File: src/verilog/pwr_mgmt_regs.svh
/*
  Register offsets, field positions, reset values and timing figures for the
  power-mode and wake-detect block. Assumes inclusion by bare name.
*/
`ifndef PWR_MGMT_REGS_SVH
`define PWR_MGMT_REGS_SVH

`define REG_PDCTL 12'h000
`define REG_WAKECTL 12'h004
`define REG_EDTIMEOUT 12'h008
`define REG_STATUS 12'h00C
`define REG_MACLO 12'h010
`define REG_MACHI 12'h014
`define REG_ENDUR 12'h018

`define PD_MODE_HI 4
`define PD_MODE_LO 3
`define PD_PORT_HI 12
`define PD_PORT_LO 8

`define WK_MAGIC_EN 0
`define WK_ENERGY_EN 1
`define WK_LINK_EN 2
`define WK_PIN_EN 3
`define WK_IRQ_EN 4

`define ST_MAGIC 0
`define ST_ENERGY 1
`define ST_LINK 2

`define EDTIMEOUT_RST 32'h0001_E848
`define ENDUR_RST 32'h0000_0020
`define ENERGY_MIN_NS 100
`define CLK_PERIOD_NS 8
`define ENERGY_MIN_CYC ((`ENERGY_MIN_NS + `CLK_PERIOD_NS - 1) / `CLK_PERIOD_NS)

`define SYNC_BYTE 8'hFF
`define SYNC_COUNT 6
`define MAC_REPEATS 16
`define MAC_BYTES 6

`define RESP_OKAY 2'b00
`define RESP_SLVERR 2'b10

`endif

File: src/verilog/pwr_mgmt_pkg.sv
/*
  Types for the power-mode and wake-detect block. Assumes nothing else.
*/
package pwr_mgmt_pkg;
  typedef enum logic [1:0] {MODE_NORMAL, MODE_IDLE_ENERGY_POWERDOWN, MODE_SOFT_PD} gmode_t;
  typedef enum logic [1:0] {ED_NORMAL, ED_LOW} edstate_t;
  typedef enum logic [1:0] {MP_SYNC, MP_ADDR, MP_DONE} mpstate_t;
endpackage

File: src/verilog/power_mode_and_wake_detect.sv
/*
  Global power mode control, energy-detect sequencing and wake detection,
  with an AXI4-Lite register slave. Assumes a received-byte stream with
  start/end/CRC status from one MAC and energy/link levels from the PHYs,
  all synchronous to CORE_CLK.
*/
// Added by the designer: the address map and the AXI4-Lite interface to the registers.
`timescale 1ns/1ps
`include "pwr_mgmt_regs.svh"
module power_mode_and_wake_detect
  import pwr_mgmt_pkg::*;
#(
  parameter int NPORTS = 5,
  parameter int PULSE_PERIOD = 2000000,
  parameter logic [47:0] NODE_MAC_RST = 48'h0200_0000_0001
) (
  // clock and reset
  input wire logic CORE_CLK,
  input wire logic RESET_N,
  // axi4-lite write address, data and response
  input wire logic [11:0] AWADDR,
  input wire logic AWVALID,
  output logic AWREADY,
  input wire logic [31:0] WDATA,
  input wire logic [3:0] WSTRB,
  input wire logic WVALID,
  output logic WREADY,
  output logic [1:0] BRESP,
  output logic BVALID,
  input wire logic BREADY,
  // axi4-lite read
  input wire logic [11:0] ARADDR,
  input wire logic ARVALID,
  output logic ARREADY,
  output logic [31:0] RDATA,
  output logic [1:0] RRESP,
  output logic RVALID,
  input wire logic RREADY,
  // phy and mac status
  input wire logic [NPORTS-1:0] ENERGY_IN,
  input wire logic [NPORTS-1:0] LINK_UP_IN,
  input wire logic [7:0] RX_BYTE,
  input wire logic RX_VALID,
  input wire logic RX_SOF,
  input wire logic RX_EOF,
  input wire logic RX_CRC_OK,
  input wire logic RX_FOR_NODE,
  input wire logic [7:0] STRAP_IN,
  // power controls
  output logic PLL_EN,
  output logic MAC_EN,
  output logic HOST_IF_EN,
  output logic [NPORTS-1:0] PHY_EN,
  output logic [NPORTS-1:0] RX_ED_EN,
  output logic LINK_PULSE,
  output logic [7:0] STRAP_CFG,
  // host notification
  output logic WAKE_EVENT_OUT_N,
  output logic HOST_IRQ_OUT_N
);
  localparam int ADDR_CNT_W = $clog2(`MAC_BYTES * `MAC_REPEATS + 1);
  localparam int ED_MIN = `ENERGY_MIN_CYC;

  typedef struct packed {
    logic aw_got;
    logic [11:0] aw_addr;
    logic w_got;
    logic [31:0] w_data;
    logic [3:0] w_strb;
    logic bvalid;
    logic [1:0] bresp;
    logic rvalid;
    logic [31:0] rdata;
    logic [1:0] rresp;
    logic [1:0] mode_field;
    gmode_t gmode;
    logic [NPORTS-1:0] port_pd;
    logic [4:0] wake_ctl;
    logic [31:0] ed_timeout;
    logic [31:0] en_dur;
    logic [47:0] node_mac;
    logic [2:0] wake_st;
    edstate_t ed_st;
    logic [31:0] idle_cnt;
    logic [31:0] pres_cnt;
    logic [31:0] pulse_cnt;
    logic [31:0] wen_cnt;
    logic [NPORTS-1:0] link_prev;
    mpstate_t mp_st;
    logic [2:0] sync_cnt;
    logic [ADDR_CNT_W-1:0] addr_cnt;
    logic strap_load;
    logic [7:0] strap_cfg;
    logic pulse;
    logic wake_n;
    logic irq_n;
  } state_t;

  state_t q, d;
  logic any_energy;
  logic wr_fire;
  logic [47:0] wmask;
  logic [7:0] exp_byte;

  function automatic logic [31:0] merge(logic [31:0] old, logic [31:0] nw, logic [3:0] st);
    logic [31:0] r;
    r = old;
    for (int i = 0; i < 4; i++) begin
      if (st[i]) begin
        r[i*8 +: 8] = nw[i*8 +: 8];
      end
    end
    return r;
  endfunction

  always_comb begin
    d = q;
    any_energy = |ENERGY_IN;
    wmask = 48'h0;
    exp_byte = q.node_mac[8'(47 - 8 * (q.addr_cnt % `MAC_BYTES)) -: 8];
    d.pulse = 1'b0;
    d.strap_load = 1'b0;

    // write channel: address and data taken in either order
    if (AWVALID && !q.aw_got) begin
      d.aw_got = 1'b1;
      d.aw_addr = AWADDR;
    end
    if (WVALID && !q.w_got) begin
      d.w_got = 1'b1;
      d.w_data = WDATA;
      d.w_strb = WSTRB;
    end
    wr_fire = q.aw_got && q.w_got && !q.bvalid;
    if (wr_fire) begin
      d.aw_got = 1'b0;
      d.w_got = 1'b0;
      d.bvalid = 1'b1;
      d.bresp = `RESP_OKAY;
      // register writes stay accepted in every mode so software can wake us
      unique case (q.aw_addr)
        `REG_PDCTL: begin
          d.mode_field = 2'(merge({19'h0, q.port_pd, 3'h0, q.mode_field, 3'h0},
            q.w_data, q.w_strb) >> `PD_MODE_LO);
          d.port_pd = NPORTS'(merge({19'h0, q.port_pd, 8'h0}, q.w_data,
            q.w_strb) >> `PD_PORT_LO);
        end
        `REG_WAKECTL: d.wake_ctl = 5'(merge({27'h0, q.wake_ctl}, q.w_data, q.w_strb));
        `REG_EDTIMEOUT: d.ed_timeout = merge(q.ed_timeout, q.w_data, q.w_strb);
        `REG_ENDUR: d.en_dur = merge(q.en_dur, q.w_data, q.w_strb);
        `REG_MACLO: d.node_mac[31:0] = merge(q.node_mac[31:0], q.w_data, q.w_strb);
        `REG_MACHI: begin
          d.node_mac[47:32] = 16'(merge({16'h0, q.node_mac[47:32]}, q.w_data, q.w_strb));
        end
        `REG_STATUS: begin
          wmask[2:0] = q.w_data[2:0] & {3{q.w_strb[0]}};
        end
        default: d.bresp = `RESP_SLVERR;
      endcase
    end
    if (q.bvalid && BREADY) begin
      d.bvalid = 1'b0;
    end

    // read channel
    if (ARVALID && !q.rvalid) begin
      d.rvalid = 1'b1;
      d.rresp = `RESP_OKAY;
      unique case (ARADDR)
        `REG_PDCTL: d.rdata = {19'h0, q.port_pd, 3'h0, q.mode_field, 3'h0};
        `REG_WAKECTL: d.rdata = {27'h0, q.wake_ctl};
        `REG_EDTIMEOUT: d.rdata = q.ed_timeout;
        `REG_STATUS: d.rdata = {28'h0, q.ed_st == ED_LOW, q.wake_st};
        `REG_MACLO: d.rdata = q.node_mac[31:0];
        `REG_MACHI: d.rdata = {16'h0, q.node_mac[47:32]};
        `REG_ENDUR: d.rdata = q.en_dur;
        default: begin
          d.rdata = 32'h0;
          d.rresp = `RESP_SLVERR;
        end
      endcase
    end else if (q.rvalid && RREADY) begin
      d.rvalid = 1'b0;
    end

    // mode decode: three modes, 11 held as normal
    unique case (d.mode_field)
      2'b01: d.gmode = MODE_IDLE_ENERGY_POWERDOWN;
      2'b10: d.gmode = MODE_SOFT_PD;
      default: d.gmode = MODE_NORMAL;
    endcase

    // leaving soft power-down: back to defaults, restrap next cycle
    if (q.gmode == MODE_SOFT_PD && d.gmode != MODE_SOFT_PD) begin
      d.port_pd = '0;
      d.wake_ctl = 5'h0;
      d.ed_timeout = `EDTIMEOUT_RST;
      d.en_dur = `ENDUR_RST;
      d.node_mac = NODE_MAC_RST;
      d.strap_load = 1'b1;
    end
    if (q.strap_load) begin
      d.strap_cfg = STRAP_IN;
    end

    // energy-detect sequencing
    if (q.gmode != MODE_IDLE_ENERGY_POWERDOWN) begin
      d.ed_st = ED_NORMAL;
      d.idle_cnt = 32'h0;
      d.pres_cnt = 32'h0;
    end else begin
      unique case (q.ed_st)
        ED_NORMAL: begin
          d.idle_cnt = any_energy ? 32'h0 : q.idle_cnt + 32'h1;
          if (!any_energy && q.idle_cnt >= q.ed_timeout) begin
            d.ed_st = ED_LOW;
            d.pres_cnt = 32'h0;
          end
        end
        ED_LOW: begin
          d.pres_cnt = any_energy ? q.pres_cnt + 32'h1 : 32'h0;
          if (any_energy && q.pres_cnt >= 32'(ED_MIN)) begin
            d.ed_st = ED_NORMAL;
            d.idle_cnt = 32'h0;
          end
        end
        default: d.ed_st = ED_NORMAL;
      endcase
    end

    // sparse link pulses, one cycle each per period
    if (q.ed_st == ED_LOW) begin
      d.pulse_cnt = (q.pulse_cnt >= 32'(PULSE_PERIOD - 1)) ? 32'h0 : q.pulse_cnt + 32'h1;
      d.pulse = (q.pulse_cnt == 32'h0);
    end else begin
      d.pulse_cnt = 32'h0;
    end

    // wake-packet scanner over the whole frame
    if (!q.wake_ctl[`WK_MAGIC_EN] || q.gmode == MODE_SOFT_PD || (RX_VALID && RX_SOF)) begin
      d.mp_st = MP_SYNC;
      d.sync_cnt = 3'h0;
      d.addr_cnt = '0;
    end
    if (q.wake_ctl[`WK_MAGIC_EN] && RX_VALID && RX_FOR_NODE) begin
      unique case (RX_SOF ? MP_SYNC : q.mp_st)
        MP_SYNC: begin
          if (RX_BYTE == `SYNC_BYTE) begin
            if ((RX_SOF ? 3'h0 : q.sync_cnt) >= 3'(`SYNC_COUNT - 1)) begin
              d.mp_st = MP_ADDR;
              d.sync_cnt = 3'(`SYNC_COUNT);
            end else begin
              d.sync_cnt = (RX_SOF ? 3'h0 : q.sync_cnt) + 3'h1;
            end
            d.addr_cnt = '0;
          end else begin
            d.sync_cnt = 3'h0;
          end
        end
        MP_ADDR: begin
          if (RX_BYTE == exp_byte) begin
            if (q.addr_cnt == ADDR_CNT_W'(`MAC_BYTES * `MAC_REPEATS - 1)) begin
              d.mp_st = MP_DONE;
            end else begin
              d.addr_cnt = q.addr_cnt + 1'b1;
            end
          end else if (RX_BYTE == `SYNC_BYTE && q.addr_cnt == '0) begin
            d.mp_st = MP_ADDR;
          end else begin
            d.mp_st = MP_SYNC;
            d.sync_cnt = (RX_BYTE == `SYNC_BYTE) ? 3'h1 : 3'h0;
            d.addr_cnt = '0;
          end
        end
        MP_DONE: d.mp_st = MP_DONE;
        default: d.mp_st = MP_SYNC;
      endcase
    end

    // energy duration counter for wake
    d.wen_cnt = any_energy ? ((q.wen_cnt == 32'hFFFF_FFFF) ? q.wen_cnt : q.wen_cnt + 32'h1)
      : 32'h0;
    d.link_prev = LINK_UP_IN;

    // sticky wake status; a new event wins over the clear
    d.wake_st = q.wake_st & ~wmask[2:0];
    if (q.wake_ctl[`WK_MAGIC_EN] && q.mp_st == MP_DONE && RX_VALID && RX_EOF && RX_CRC_OK) begin
      d.wake_st[`ST_MAGIC] = 1'b1;
    end
    if (q.wake_ctl[`WK_ENERGY_EN] && any_energy && q.wen_cnt == q.en_dur) begin
      d.wake_st[`ST_ENERGY] = 1'b1;
    end
    if (q.wake_ctl[`WK_LINK_EN] && |(LINK_UP_IN & ~q.link_prev)) begin
      d.wake_st[`ST_LINK] = 1'b1;
    end
    if (q.mp_st == MP_DONE && RX_VALID && RX_EOF) begin
      d.mp_st = MP_SYNC;
      d.sync_cnt = 3'h0;
      d.addr_cnt = '0;
    end
    d.wake_n = !(q.wake_ctl[`WK_PIN_EN] && |q.wake_st);
    d.irq_n = !(q.wake_ctl[`WK_IRQ_EN] && |q.wake_st);
  end

  always_ff @(posedge CORE_CLK or negedge RESET_N) begin
    if (!RESET_N) begin
      q <= '0;
      q.gmode <= MODE_NORMAL;
      q.ed_st <= ED_NORMAL;
      q.mp_st <= MP_SYNC;
      q.ed_timeout <= `EDTIMEOUT_RST;
      q.en_dur <= `ENDUR_RST;
      q.node_mac <= NODE_MAC_RST;
      q.strap_load <= 1'b1;
      q.wake_n <= 1'b1;
      q.irq_n <= 1'b1;
      PLL_EN <= 1'b1;
      MAC_EN <= 1'b1;
      HOST_IF_EN <= 1'b1;
      PHY_EN <= '1;
      RX_ED_EN <= '1;
    end else begin
      q <= d;
      PLL_EN <= d.gmode == MODE_NORMAL || (d.gmode == MODE_IDLE_ENERGY_POWERDOWN && d.ed_st == ED_NORMAL);
      MAC_EN <= d.gmode == MODE_NORMAL || (d.gmode == MODE_IDLE_ENERGY_POWERDOWN && d.ed_st == ED_NORMAL);
      HOST_IF_EN <= d.gmode == MODE_NORMAL || (d.gmode == MODE_IDLE_ENERGY_POWERDOWN && d.ed_st == ED_NORMAL);
      PHY_EN <= (d.gmode == MODE_NORMAL || (d.gmode == MODE_IDLE_ENERGY_POWERDOWN && d.ed_st == ED_NORMAL))
        ? ~d.port_pd : '0;
      RX_ED_EN <= (d.gmode == MODE_SOFT_PD) ? '0 : ~d.port_pd;
    end
  end

  assign AWREADY = q.aw_got == 1'b0;
  assign WREADY = q.w_got == 1'b0;
  assign BVALID = q.bvalid;
  assign BRESP = q.bresp;
  assign ARREADY = !q.rvalid;
  assign RVALID = q.rvalid;
  assign RDATA = q.rdata;
  assign RRESP = q.rresp;
  assign LINK_PULSE = q.pulse;
  assign STRAP_CFG = q.strap_cfg;
  assign WAKE_EVENT_OUT_N = q.wake_n;
  assign HOST_IRQ_OUT_N = q.irq_n;

  a_soft_pd_off: assert property (@(posedge CORE_CLK) disable iff (!RESET_N)
    q.gmode == MODE_SOFT_PD |-> !PLL_EN && !MAC_EN && PHY_EN == '0 && RX_ED_EN == '0)
    else $error("soft power-down left a function enabled");
  a_low_pll_off: assert property (@(posedge CORE_CLK) disable iff (!RESET_N)
    q.ed_st == ED_LOW && q.gmode == MODE_IDLE_ENERGY_POWERDOWN |-> !PLL_EN && !MAC_EN && !HOST_IF_EN)
    else $error("low-power state left clock running");
  a_mode_decode: assert property (@(posedge CORE_CLK) disable iff (!RESET_N)
    q.mode_field == 2'b01 |-> q.gmode == MODE_IDLE_ENERGY_POWERDOWN)
    else $error("mode 01 not energy-detect");
  a_normal_decode: assert property (@(posedge CORE_CLK) disable iff (!RESET_N)
    q.mode_field == 2'b00 |-> q.gmode == MODE_NORMAL && PLL_EN)
    else $error("mode 00 not normal");
  a_wake_pin: assert property (@(posedge CORE_CLK) disable iff (!RESET_N)
    q.wake_ctl[`WK_PIN_EN] && |q.wake_st |=> !WAKE_EVENT_OUT_N)
    else $error("wake output not asserted");
  a_wake_quiet: assert property (@(posedge CORE_CLK) disable iff (!RESET_N)
    !q.wake_ctl[`WK_PIN_EN] |=> WAKE_EVENT_OUT_N)
    else $error("wake output asserted while disabled");
  a_irq_path: assert property (@(posedge CORE_CLK) disable iff (!RESET_N)
    q.wake_ctl[`WK_IRQ_EN] && |q.wake_st |=> !HOST_IRQ_OUT_N)
    else $error("interrupt not asserted");
  a_ed_exit: assert property (@(posedge CORE_CLK) disable iff (!RESET_N)
    q.ed_st == ED_LOW && !any_energy |=> q.ed_st == ED_LOW || q.gmode != MODE_IDLE_ENERGY_POWERDOWN)
    else $error("left low power without energy");
  a_magic_needs_en: assert property (@(posedge CORE_CLK) disable iff (!RESET_N)
    $rose(q.wake_st[`ST_MAGIC]) |-> $past(q.wake_ctl[`WK_MAGIC_EN]))
    else $error("wake packet flagged while disabled");
  a_port_pd: assert property (@(posedge CORE_CLK) disable iff (!RESET_N)
    q.gmode == MODE_NORMAL && d.gmode == MODE_NORMAL |=> PHY_EN == ~q.port_pd)
    else $error("port power-down not applied");
endmodule

File: config.mk
export PLATFORM = sky130hd
export DESIGN_NAME = power_mode_and_wake_detect
export DESIGN_NICKNAME = d
export VERILOG_FILES = /design/src/verilog/pwr_mgmt_pkg.sv /design/src/verilog/power_mode_and_wake_detect.sv
export VERILOG_INCLUDE_DIRS = /design/src /design/src/verilog
export SDC_FILE = /design/constraint.sdc
export NUM_CORES = 1
export LEC_CHECK = 0
export ABC_AREA = 1
export BUFFER_PORTS_ARGS = -buffer_cell sky130_fd_sc_hd__buf_2
export CAP_MARGIN = 20
export CORE_MARGIN = 3
export CORE_UTILIZATION = 61
export DETAILED_ROUTE_END_ITERATION = 12
export GPL_ROUTABILITY_DRIVEN = 1
export PLACE_DENSITY_LB_ADDON = 0.08
export SLEW_MARGIN = 20
export SYNTH_ARGS = -nofsm -noshare
export SYNTH_HDL_FRONTEND = slang
export SYNTH_SLANG_ARGS = --single-unit
File: constraint.sdc
create_clock -name CORE_CLK -period 4.7 [get_ports CORE_CLK]
set_clock_uncertainty 0.05 [all_clocks]
set_input_delay 0.235 -clock CORE_CLK [delete_from_list [all_inputs] [get_ports CORE_CLK]]
set_output_delay 0.235 -clock CORE_CLK [all_outputs]
set_load 0.1 [all_outputs]
# ---- After elaboration in Yosys (flattened, before gate mapping)
# Cells that the tools add are included.
dict set report op_classes {
  shift 1
  magnitude_cmp 4
  n_bitwise 8
  n_eq_ne 31
  add_sub_neg 7
  muxes 70
  div_mod_pow 1
  n_reduce_logical 82
}
# operator count
set ops {}
lappend ops {{32-bit 2-to-1 mux} 10}
lappend ops {{122-bit 2-to-1 mux} 2}
lappend ops {{32-bit case mux with 7 select lines} 1}
lappend ops {{32-bit by 1-bit adder with 32-bit output, second input constant} 4}
lappend ops {{64-bit case mux with 2 select lines} 1}
lappend ops {{12-bit by 5-bit equality test with 1-bit output, second input constant} 6}
lappend ops {{66-bit 2-to-1 mux} 1}
lappend ops {{55-bit by 9-bit indexed part select with 8-bit output} 1}
lappend ops {{12-bit by 4-bit equality test with 1-bit output, second input constant} 4}
lappend ops {{3-bit AND reduction} 15}
lappend ops {{37-bit 2-to-1 mux} 1}
lappend ops {{12-bit 2-to-1 mux} 3}
lappend ops {{5-bit 2-to-1 mux} 7}
lappend ops {{34-bit 2-to-1 mux} 1}
lappend ops {{32-bit equality test} 1}
lappend ops {{32-bit equality test, second input constant} 1}
lappend ops {{32-bit by 21-bit >= comparator with 1-bit output, second input constant} 1}
lappend ops {{32-bit >= comparator} 1}
lappend ops {{32-bit by 4-bit >= comparator with 1-bit output, second input constant} 1}
lappend ops {{32-bit logical NOT} 1}
lappend ops {{7-bit by 3-bit modulo with 32-bit output, second input constant} 1}
lappend ops {{8-bit 2-to-1 mux} 4}
lappend ops {{2-bit nonzero test} 14}
lappend ops {{1-bit logical AND} 26}
lappend ops {{39 further kinds} 96}
dict set report totals {
  ff_bits 387
  word_cells 250
}

# ---- Longest topological paths before layout
# Gate-level depths: netlist (run 1).
dict set report logic_depth {
  word_depth 10
  mapped_depth 37
  depth_no_buf 36
}

# ---- Least setup slack after synthesis (run 1)
# OpenSTA, ideal clock, no wires.
dict set report synth_timing {
  path_type {reg2reg}
  from {register q[17] (netlist bit)}
  to {register q[20] (netlist bit)}
  slack_ns 0.605
  path_buffers 4
  stages_incl_launch_ff 35
  required_time_ns 4.572
  setup_time_ns 0.078
  synth_period_minus_slack_ns 4.095
  arrival_time_ns 3.966
  cell_sequence {dfrtp_1 > buf_4 > clkbuf_1 > ha_1 > o21ai_2 > nand3_2 > nand2_1 > nand2_1 > nand4_1 > nand2_2 > nand2_2 > nand3_2 > nand2_1 > nand2_2 > o21ai_4 > nor2_2 > nand2_2 > nand2_4 > ha_1 > clkbuf_1 > buf_1 > a21oi_1 > o211ai_1 > nand2_1 > nand3_1 > nand2_1 > nand2_1 > nand2_1 > nor2_4 > nand2_4 > nand2_2 > nand2_1 > nand2_1 > nand2_1 > a21oi_1}
}
# element line
set synth_rtl {}
lappend synth_rtl {{from (decl)} power_mode_and_wake_detect.sv:99} ;# state_t q, d;

==> summary.md, run 1 <==
| Metric | Value |
|---|---|
| Most frequent cell after synthesis | `nand2_1` |
| XOR/XNOR share of the synthesized area | `1.37%` |
| WP data required | `5.04 ns` |
| Largest net degree at the start of global routing | `117` |
| Net Switching | `2.99 mW` |
| WL/cell | `18.4 µm` |
| Synth cell count leaders | `nand2_1 (438), inv_1 (410), dfrtp_1 (361), o21ai_0 (256), nor2_1 (251)` |
| Met1 Wirelength | `25400 µm` |
| Top post-synthesis cells by area | `dfrtp_1 (44%), nand2_1 (8.0%), inv_1 (7.5%)` |
| Slew @ Worst Pin | `1.01 ns` |
| Post-synthesis sequential area ratio | `46.9%` |
| Shortest period the worst path allows | `4.45 ns` |
| Clk Latency, worst-skew pair | `0.57 ns` |
| Synth Area in Compound Gates | `15.3%` |
| DR WL met2 | `27900 µm` |
| Status | `finished clean` |
| Initial antenna violation count | `0` |
| Num rows | `66` |
| Synth unique cells | `66` |
| Routability cong. | `0.994` |
| Synth Register Bits | `385` |
| Critical Path AT | `4.79 ns` |
| Pwr dens | `386 nW/µm²` |
| Syn-to-layout area delta | `15.0%` |
| WL met3 | `5100 µm` |
| Fmax | `225 MHz` |
| Synth Flop Type | `dfrtp_1` |
| Drc violations | `0` |
| TritonCTS Sinks | `385` |
| CTS Buf Count | `42` |
| FFs w/ async S/R, synth | `100%` |
| YS warnings | `0` |
| Cell total after placement | `3127` |
| Avg Vias per Cell | `5.81` |
| Root buffer cell | `clkbuf_16` |
| Hold Path Class | `input pin to flip-flop` |
| CORE AREA | `32900 µm²` |
| Clk buf depth | `3` |
| Maxcap violations | `0` |
| Vias in the first global route | `18360` |
| Fin nets | `2943` |
| Peak supply drop | `0.767 mV` |
| Final WL | `60200 µm` |
| Internal | `6.17 mW` |
| Switching share of power | `32.6%` |
| Die extent in x | `190 µm` |
| GRT Util Overall | `33.3%` |
| Diodes inserted | `0` |
| Io pins | `163` |
| First-pass GRT wire length | `95900 µm` |
| Setup_tns | `0 ns` |
| Mapped cell area | `20600 µm²` |
| Post-route ant nets | `0` |
| Synth top area share | `43.8%` |
| Overflow after GRT | `0` |
| Port bufs | `160` |
| Die Footprint | `36000 µm²` |
| Crit end category | `flip-flop` |
| Slew headroom | `32.4%` |
| Via Count | `18976` |
| CTS H-Tree Depth | `2` |
| Setup violators final | `0` |
| Starting Density | `62.6%` |
| Gate Count Post-Synth | `2603` |
| Post-synth top area cell | `dfrtp_1` |
| Clk pin slew, worst setup/hold paths | `0.06 ns` |
| Tcrit/Tclk final | `94.7%` |
| Leakage | `11.0 nW` |
| DP HPWL | `43000 µm` |
| Die height | `190 µm` |
| Layout Cells excl Fill | `3268` |
| RSZ-0062 raised after global routing | `yes` |
| Startpoint types | `flip-flop` |
| Layout cells sized above 1 | `12.5%` |
| TritonRoute pass-1 iters | `6` |
| Sequential Power Share | `42.4%` |
| CP Class | `flip-flop to flip-flop` |
| Clock power share | `36.8%` |
| Fin. Hold Viols | `0` |
| Critical Path Fanout Max | `16` |
| EDFF count, synth | `0` |
| Syn_area_per_cell | `7.92 µm²` |
| Final core occ | `72.0%` |
| Top layer in use | `met4` |
| Count of pins over their slew limit | `0` |
| Comb power frac | `20.8%` |
| Synth Area in Simple Gates | `21.5%` |
| CTS tree | `built` |
| DR iter-0 viols | `1792` |
| Adder-cell share of the synthesized area | `3.03%` |
| Largest family of logic cells by synthesized area | `simple AND/OR/NAND/NOR gates` |
| Total Power | `9.16 mW` |
| Mux cell area share after synthesis | `1.20%` |
[power groups by stage]
stage | sequential (mW) | clock [mW] | combinational (mW)
2_1_floorplan | 3.94 | 0 | 1.20
3_3_place_gp | 3.92 | 0 | 1.76
3_5_place_dp | 3.93 | 0 | 1.78
4_1_cts | 3.87 | 3.41 | 1.85
5_1_grt | 3.91 | 3.55 | 2.07
6_report | 3.88 | 3.37 | 1.90
[timing repair]
action,in CTS,in global routing
setup endpoints to repair,0,27
resized for setup,0,3
buffers inserted,0,0
endpoints found under the hold margin,142,0
hold buffers,66,0
[per-layer routing]
metal | global-route usage (%) | vias to the layer above
li1 | - | 8909
met1 | 46.2 | 9114
met2 | 53.1 | 827
met3 | 6.78 | 126
met4 | 10.7 | 0
met5 | 0 | -
[worst paths after layout]
kind | start | to | slack, ns | depth (start not counted)
setup / recovery | q[372] | q[182] | 0.25 | 14
hold reg to reg | q[278] | HOST_IRQ_OUT_N | 0.38 | 1
min in group asynchronous | RESET_N | q[48] | 0.22 | 2
setup reg to reg | q[372] | q[182] | 0.25 | 14
hold / removal | RX_FOR_NODE | q[22] | 0.12 | 4
max in group asynchronous | RESET_N | q[254] | 3.29 | 3
[area by class of cell]
type / instances / area [µm²]
Clock buffer: 58 / 1210
Clock inverter: 17 / 193
Fill cell: 2566 / 9230
Inverter: 423 / 1590
Multi-Input combinational cell: 1690 / 8810
Sequential cell: 385 / 9670
Tap cell: 442 / 553
Timing Repair Buffer: 253 / 1700
[critical path: stages (launching register included)]
cell and delay, ns:
dfrtp_1 0.39, nor4_1 0.75, inv_1 0.20, nor3_1 0.26, nand3_1 0.17, o21ai_0 0.25
inv_1 0.11, ha_1 0.22, nor2_2 0.39, inv_1 0.20, buf_4 0.25, nand2_1 0.07
inv_1 0.05, nor2_1 0.67, o21ai_0 0.24
[sequential cells by signal (all words and copies together) (netlist names), 5 cells and up]
| name | count |
|---|---|
| PHY_EN | 5 |
| RDATA | 32 |
| RX_ED_EN | 5 |
| STRAP_CFG | 8 |
| q | 327 |
[cell families after synthesis]
family                     count (synthesis)
buffers and inverters                    541
xor gates and xnor gates                  30
other                                      1
AOI/OAI and AO/OA                        562
DFF                                      385
adders and majority gates                 50
and+or+nand+nor                         1012
muxes                                     22
[cells in the final DEF, fill, tap and decap left out, types with 6 or more instances in the layout]
cell,count
a221oi_1,9
o21ai_0,256
buf_2,159
o22ai_1,52
inv_2,7
mux2_2,22
clkbuf_8,10
nor3b_1,9
a31oi_1,11
a211oi_1,10
xor2_1,24
dfstp_2,24
nand3_1,89
clkbuf_1,6
clkinv_2,11
nand2_1,436
conb_1,14
clkbuf_16,42
a21oi_1,161
nand4_1,44
inv_1,410
dlygate4sd3_1,66
nor2_1,250
o211ai_1,17
nor3_1,117
buf_4,25
dfrtp_1,360
ha_1,49
nor4_1,28
nand2_2,16
[metrics by stage]
step                worst slack (ns)  cell area [µm²]  hold slack [ns]
global route                 -0.0871            23700            0.173
floorplan                      0.605            20700           -0.111
CTS                            0.277            23700            0.102
finish                         0.250            23700            0.121
detailed placement             0.311            21600            0.232
global placement               0.477            21600            0.231
Note: power is estimated with default switching activity, not from simulation.
==> inputs of run 2 (changes only) <==
--- a/config.mk
+++ b/config.mk
@@ -10,5 +10,4 @@
 export BUFFER_PORTS_ARGS = -buffer_cell sky130_fd_sc_hd__buf_2
 export CAP_MARGIN = 20
-export CORE_MARGIN = 3
 export CORE_UTILIZATION = 61
 export DETAILED_ROUTE_END_ITERATION = 12
--- a/constraint.sdc
+++ b/constraint.sdc
@@ -3,3 +3,3 @@
 set_input_delay 0.235 -clock CORE_CLK [delete_from_list [all_inputs] [get_ports CORE_CLK]]
 set_output_delay 0.235 -clock CORE_CLK [all_outputs]
-set_load 0.1 [all_outputs]
+set_load 0.005 [all_outputs]
==> run 2 against run 1 <==
Compared with the run above: total power down 4.5%; final cell count down 0.12%; critical path depth up 16; first-iteration DRC count increased by 7.0%; combinational power fell by 14%; die area shrank 4.2%; critical path type unchanged; critical endpoint is now q[23]; largest cell class unchanged.
==> summary.md, run 2 (synthesis gave the netlist of run 1 again) <==
| Metric | Value |
|---|---|
| Num rows | `66 (unchanged)` |
| Slew headroom | `31.5% (was 32.4%)` |
| Most flops, register | `q (unchanged)` |
| Fillers | `2600 (was 2566)` |
| Syn-to-layout area delta | `14.6% (was 15.0%)` |
| Final core occ | `71.9% (was 72.0%)` |
| WP data required | `5.13 ns (was 5.04 ns)` |
| Avg Vias per Cell | `5.83 (was 5.81)` |
| Clk pin slew, worst setup/hold paths | `0.06 ns (about the same)` |
| Startpoint types | `flip-flop (unchanged)` |
| Die height | `186 µm (was 190 µm)` |
| Critical path's slowest cell | `ha_2 (was nor4_1)` |
| Fin. Hold Viols | `0 (unchanged)` |
| Status | `finished clean (unchanged)` |
| Critical Path AT | `4.72 ns (was 4.79 ns)` |
| Leakage | `10.9 nW (was 11.0 nW)` |
| DR iter-0 viols | `1917 (was 1792)` |
| Post-route ant nets | `0 (unchanged)` |
| RSZ-0062 raised after global routing | `no (was yes)` |
| CTS tree | `built (unchanged)` |
| Fmax | `233 MHz (was 225 MHz)` |
| Placed inst area | `21600 µm² (about the same)` |
| Starting Density | `62.7% (was 62.6%)` |
| Shortest period the worst path allows | `4.28 ns (was 4.45 ns)` |
| Comb power frac | `18.6% (was 20.8%)` |
| Overflow after GRT | `0 (unchanged)` |
| CP startpoint | `q[18] (was q[372])` |
| Register Area | `9670 µm² (unchanged)` |
| Die extent in x | `186 µm (was 190 µm)` |
| Vias in the first global route | `18026 (was 18360)` |
| CORE AREA | `32900 µm² (about the same)` |
| Crit end category | `flip-flop (unchanged)` |
| Routability cong. | `1.02 (was 0.994)` |
| Max reg flops | `327 (unchanged)` |
| Drc violations | `0 (unchanged)` |
| Peak supply drop | `0.553 mV (was 0.767 mV)` |
| Setup violators final | `0 (unchanged)` |
| Multi-input logic area | `8820 µm² (was 8810 µm²)` |
| Pwr dens | `370 nW/µm² (was 386 nW/µm²)` |
| Diodes inserted | `0 (unchanged)` |
| Crit-path leading delay family | `simple AND/OR/NAND/NOR gates (unchanged)` |
| # Post-CTS Setup Buffers | `0 (unchanged)` |
| CTS H-Tree Depth | `2 (unchanged)` |
| CTS Buf Count | `41 (was 42)` |
| Largest net degree at the start of global routing | `109 (was 117)` |
| Tcrit/Tclk final | `91.1% (was 94.7%)` |
| TritonRoute pass-1 iters | `5 (was 6)` |
| Via Count | `19017 (was 18976)` |
| Maxcap violations | `0 (unchanged)` |
| TritonCTS Sinks | `385 (unchanged)` |
| Critical Path Fanout Max | `16 (unchanged)` |
| Clk buf depth | `3 (unchanged)` |
| Slew @ Worst Pin | `1.02 ns (was 1.01 ns)` |
| Final instance area | `23600 µm² (was 23700 µm²)` |
| Internal | `6.09 mW (was 6.17 mW)` |
| Sequential Power Share | `44.4% (was 42.4%)` |
| Hold Startpoint | `RX_FOR_NODE (unchanged)` |
| WL/cell | `18.3 µm (was 18.4 µm)` |
| CP peak stage delay | `0.51 ns (was 0.75 ns)` |
| Count of pins over their slew limit | `0 (unchanged)` |
| Launch point of the worst reg-to-reg path | `q[18] (was q[372])` |
| Clock power share | `37.0% (was 36.8%)` |
| Net Switching | `2.66 mW (was 2.99 mW)` |
| Switching share of power | `30.4% (was 32.6%)` |
| Hold Path Class | `input pin to flip-flop (unchanged)` |
| Clk Latency, worst-skew pair | `0.55 ns (was 0.57 ns)` |
| Commonest non-fill, non-tap cell in the layout | `nand2_1 (unchanged)` |
| GRT Util Overall | `35.3% (was 33.3%)` |
| First-pass GRT wire length | `94600 µm (was 95900 µm)` |
| Initial antenna violation count | `1 (was 0)` |
| Final WL | `59800 µm (was 60200 µm)` |
| Io pins | `163 (unchanged)` |
| Buf+Inv Stages, Crit Path | `2 (was 5)` |
| Die Footprint | `34500 µm² (was 36000 µm²)` |
| Crit-path most repeated cell | `nand2_1 (was inv_1)` |
| Layout cells sized above 1 | `12.3% (was 12.5%)` |
| Leading cell types in the layout, fill and taps excluded | `nand2_1 (436), inv_1 (410), dfrtp_1 (360) (unchanged)` |
| Root buffer cell | `clkbuf_16 (unchanged)` |
| Port bufs | `160 (unchanged)` |
| Fin nets | `2938 (was 2943)` |
| Setup_tns | `0 ns (unchanged)` |
| DP HPWL | `43000 µm (about the same)` |
| CP Class | `flip-flop to flip-flop (unchanged)` |
## run 2: metrics by stage
stage,instances,hold WS (ns),setup WS (ns),total power [mW]
floorplan,2616,-0.111,0.605,4.86
global placement,3123,0.266,0.469,5.39
detailed placement,3123,0.267,0.308,5.44
CTS,3264,0.111,0.266,8.71
global route,3264,0.174,0.00316,9.10
finish,3264,0.121,0.416,8.75
## run 2: worst reg2reg max path: cells and delay by family (launching register included)
| family | cells | cell delay (ns) |
|---|---|---|
| AOI/OAI and AO/OA | 4 | 0.55 |
| adders and majority gates | 2 | 0.85 |
| buffers and inverters | 2 | 0.19 |
| DFF | 1 | 0.47 |
| and+or+nand+nor | 22 | 2.10 |
## run 2: power groups by stage
stage / Sequential [mW] / Clock (mW) / Combinational [mW]
after floorplan: 3.87 / 0 / 0.991
after global placement: 3.91 / 0 / 1.47
after detailed placement: 3.93 / 0 / 1.51
after CTS: 3.87 / 3.27 / 1.57
after global routing: 3.92 / 3.40 / 1.78
final: 3.88 / 3.24 / 1.63
## run 2: per-layer routing
layer | share of wire [%] | routed length (µm) | GRT usage, %
met4 | 2.9 | 1760 | 11.0
met3 | 8.6 | 5150 | 5.77
met5 | 0.018 | 11 | 0
met1 | 43 | 25600 | 50.1
met2 | 46 | 27300 | 55.5
## run 2: timing repair
item,4_1_cts,5_1_grt
resized for setup,0,9
hold endpoints to repair,155,0
hold buffers,66,0
endpoints found under the setup margin,0,42
## run 2: layout make-up
class / count / share of cell area (%)
Clock inverter: 11 / 0.508
Sequential cell: 385 / 40.9
Clock buffer: 64 / 5.18
Inverter: 423 / 6.72
Timing Repair Buffer: 249 / 7.06
Multi-Input combinational cell: 1690 / 37.3
Tap cell: 442 / 2.34
## run 2: path summary, 6_finish.rpt
path / slack, ns / to / cells after the start
max: 0.42 / q[23] / 30
min: 0.12 / q[22] / 4
max reg2reg: 0.42 / q[23] / 30
min reg2reg: 0.39 / HOST_IRQ_OUT_N / 1
max in group asynchronous: 3.22 / q[146] / 3
min in group asynchronous: 0.27 / q[108] / 2
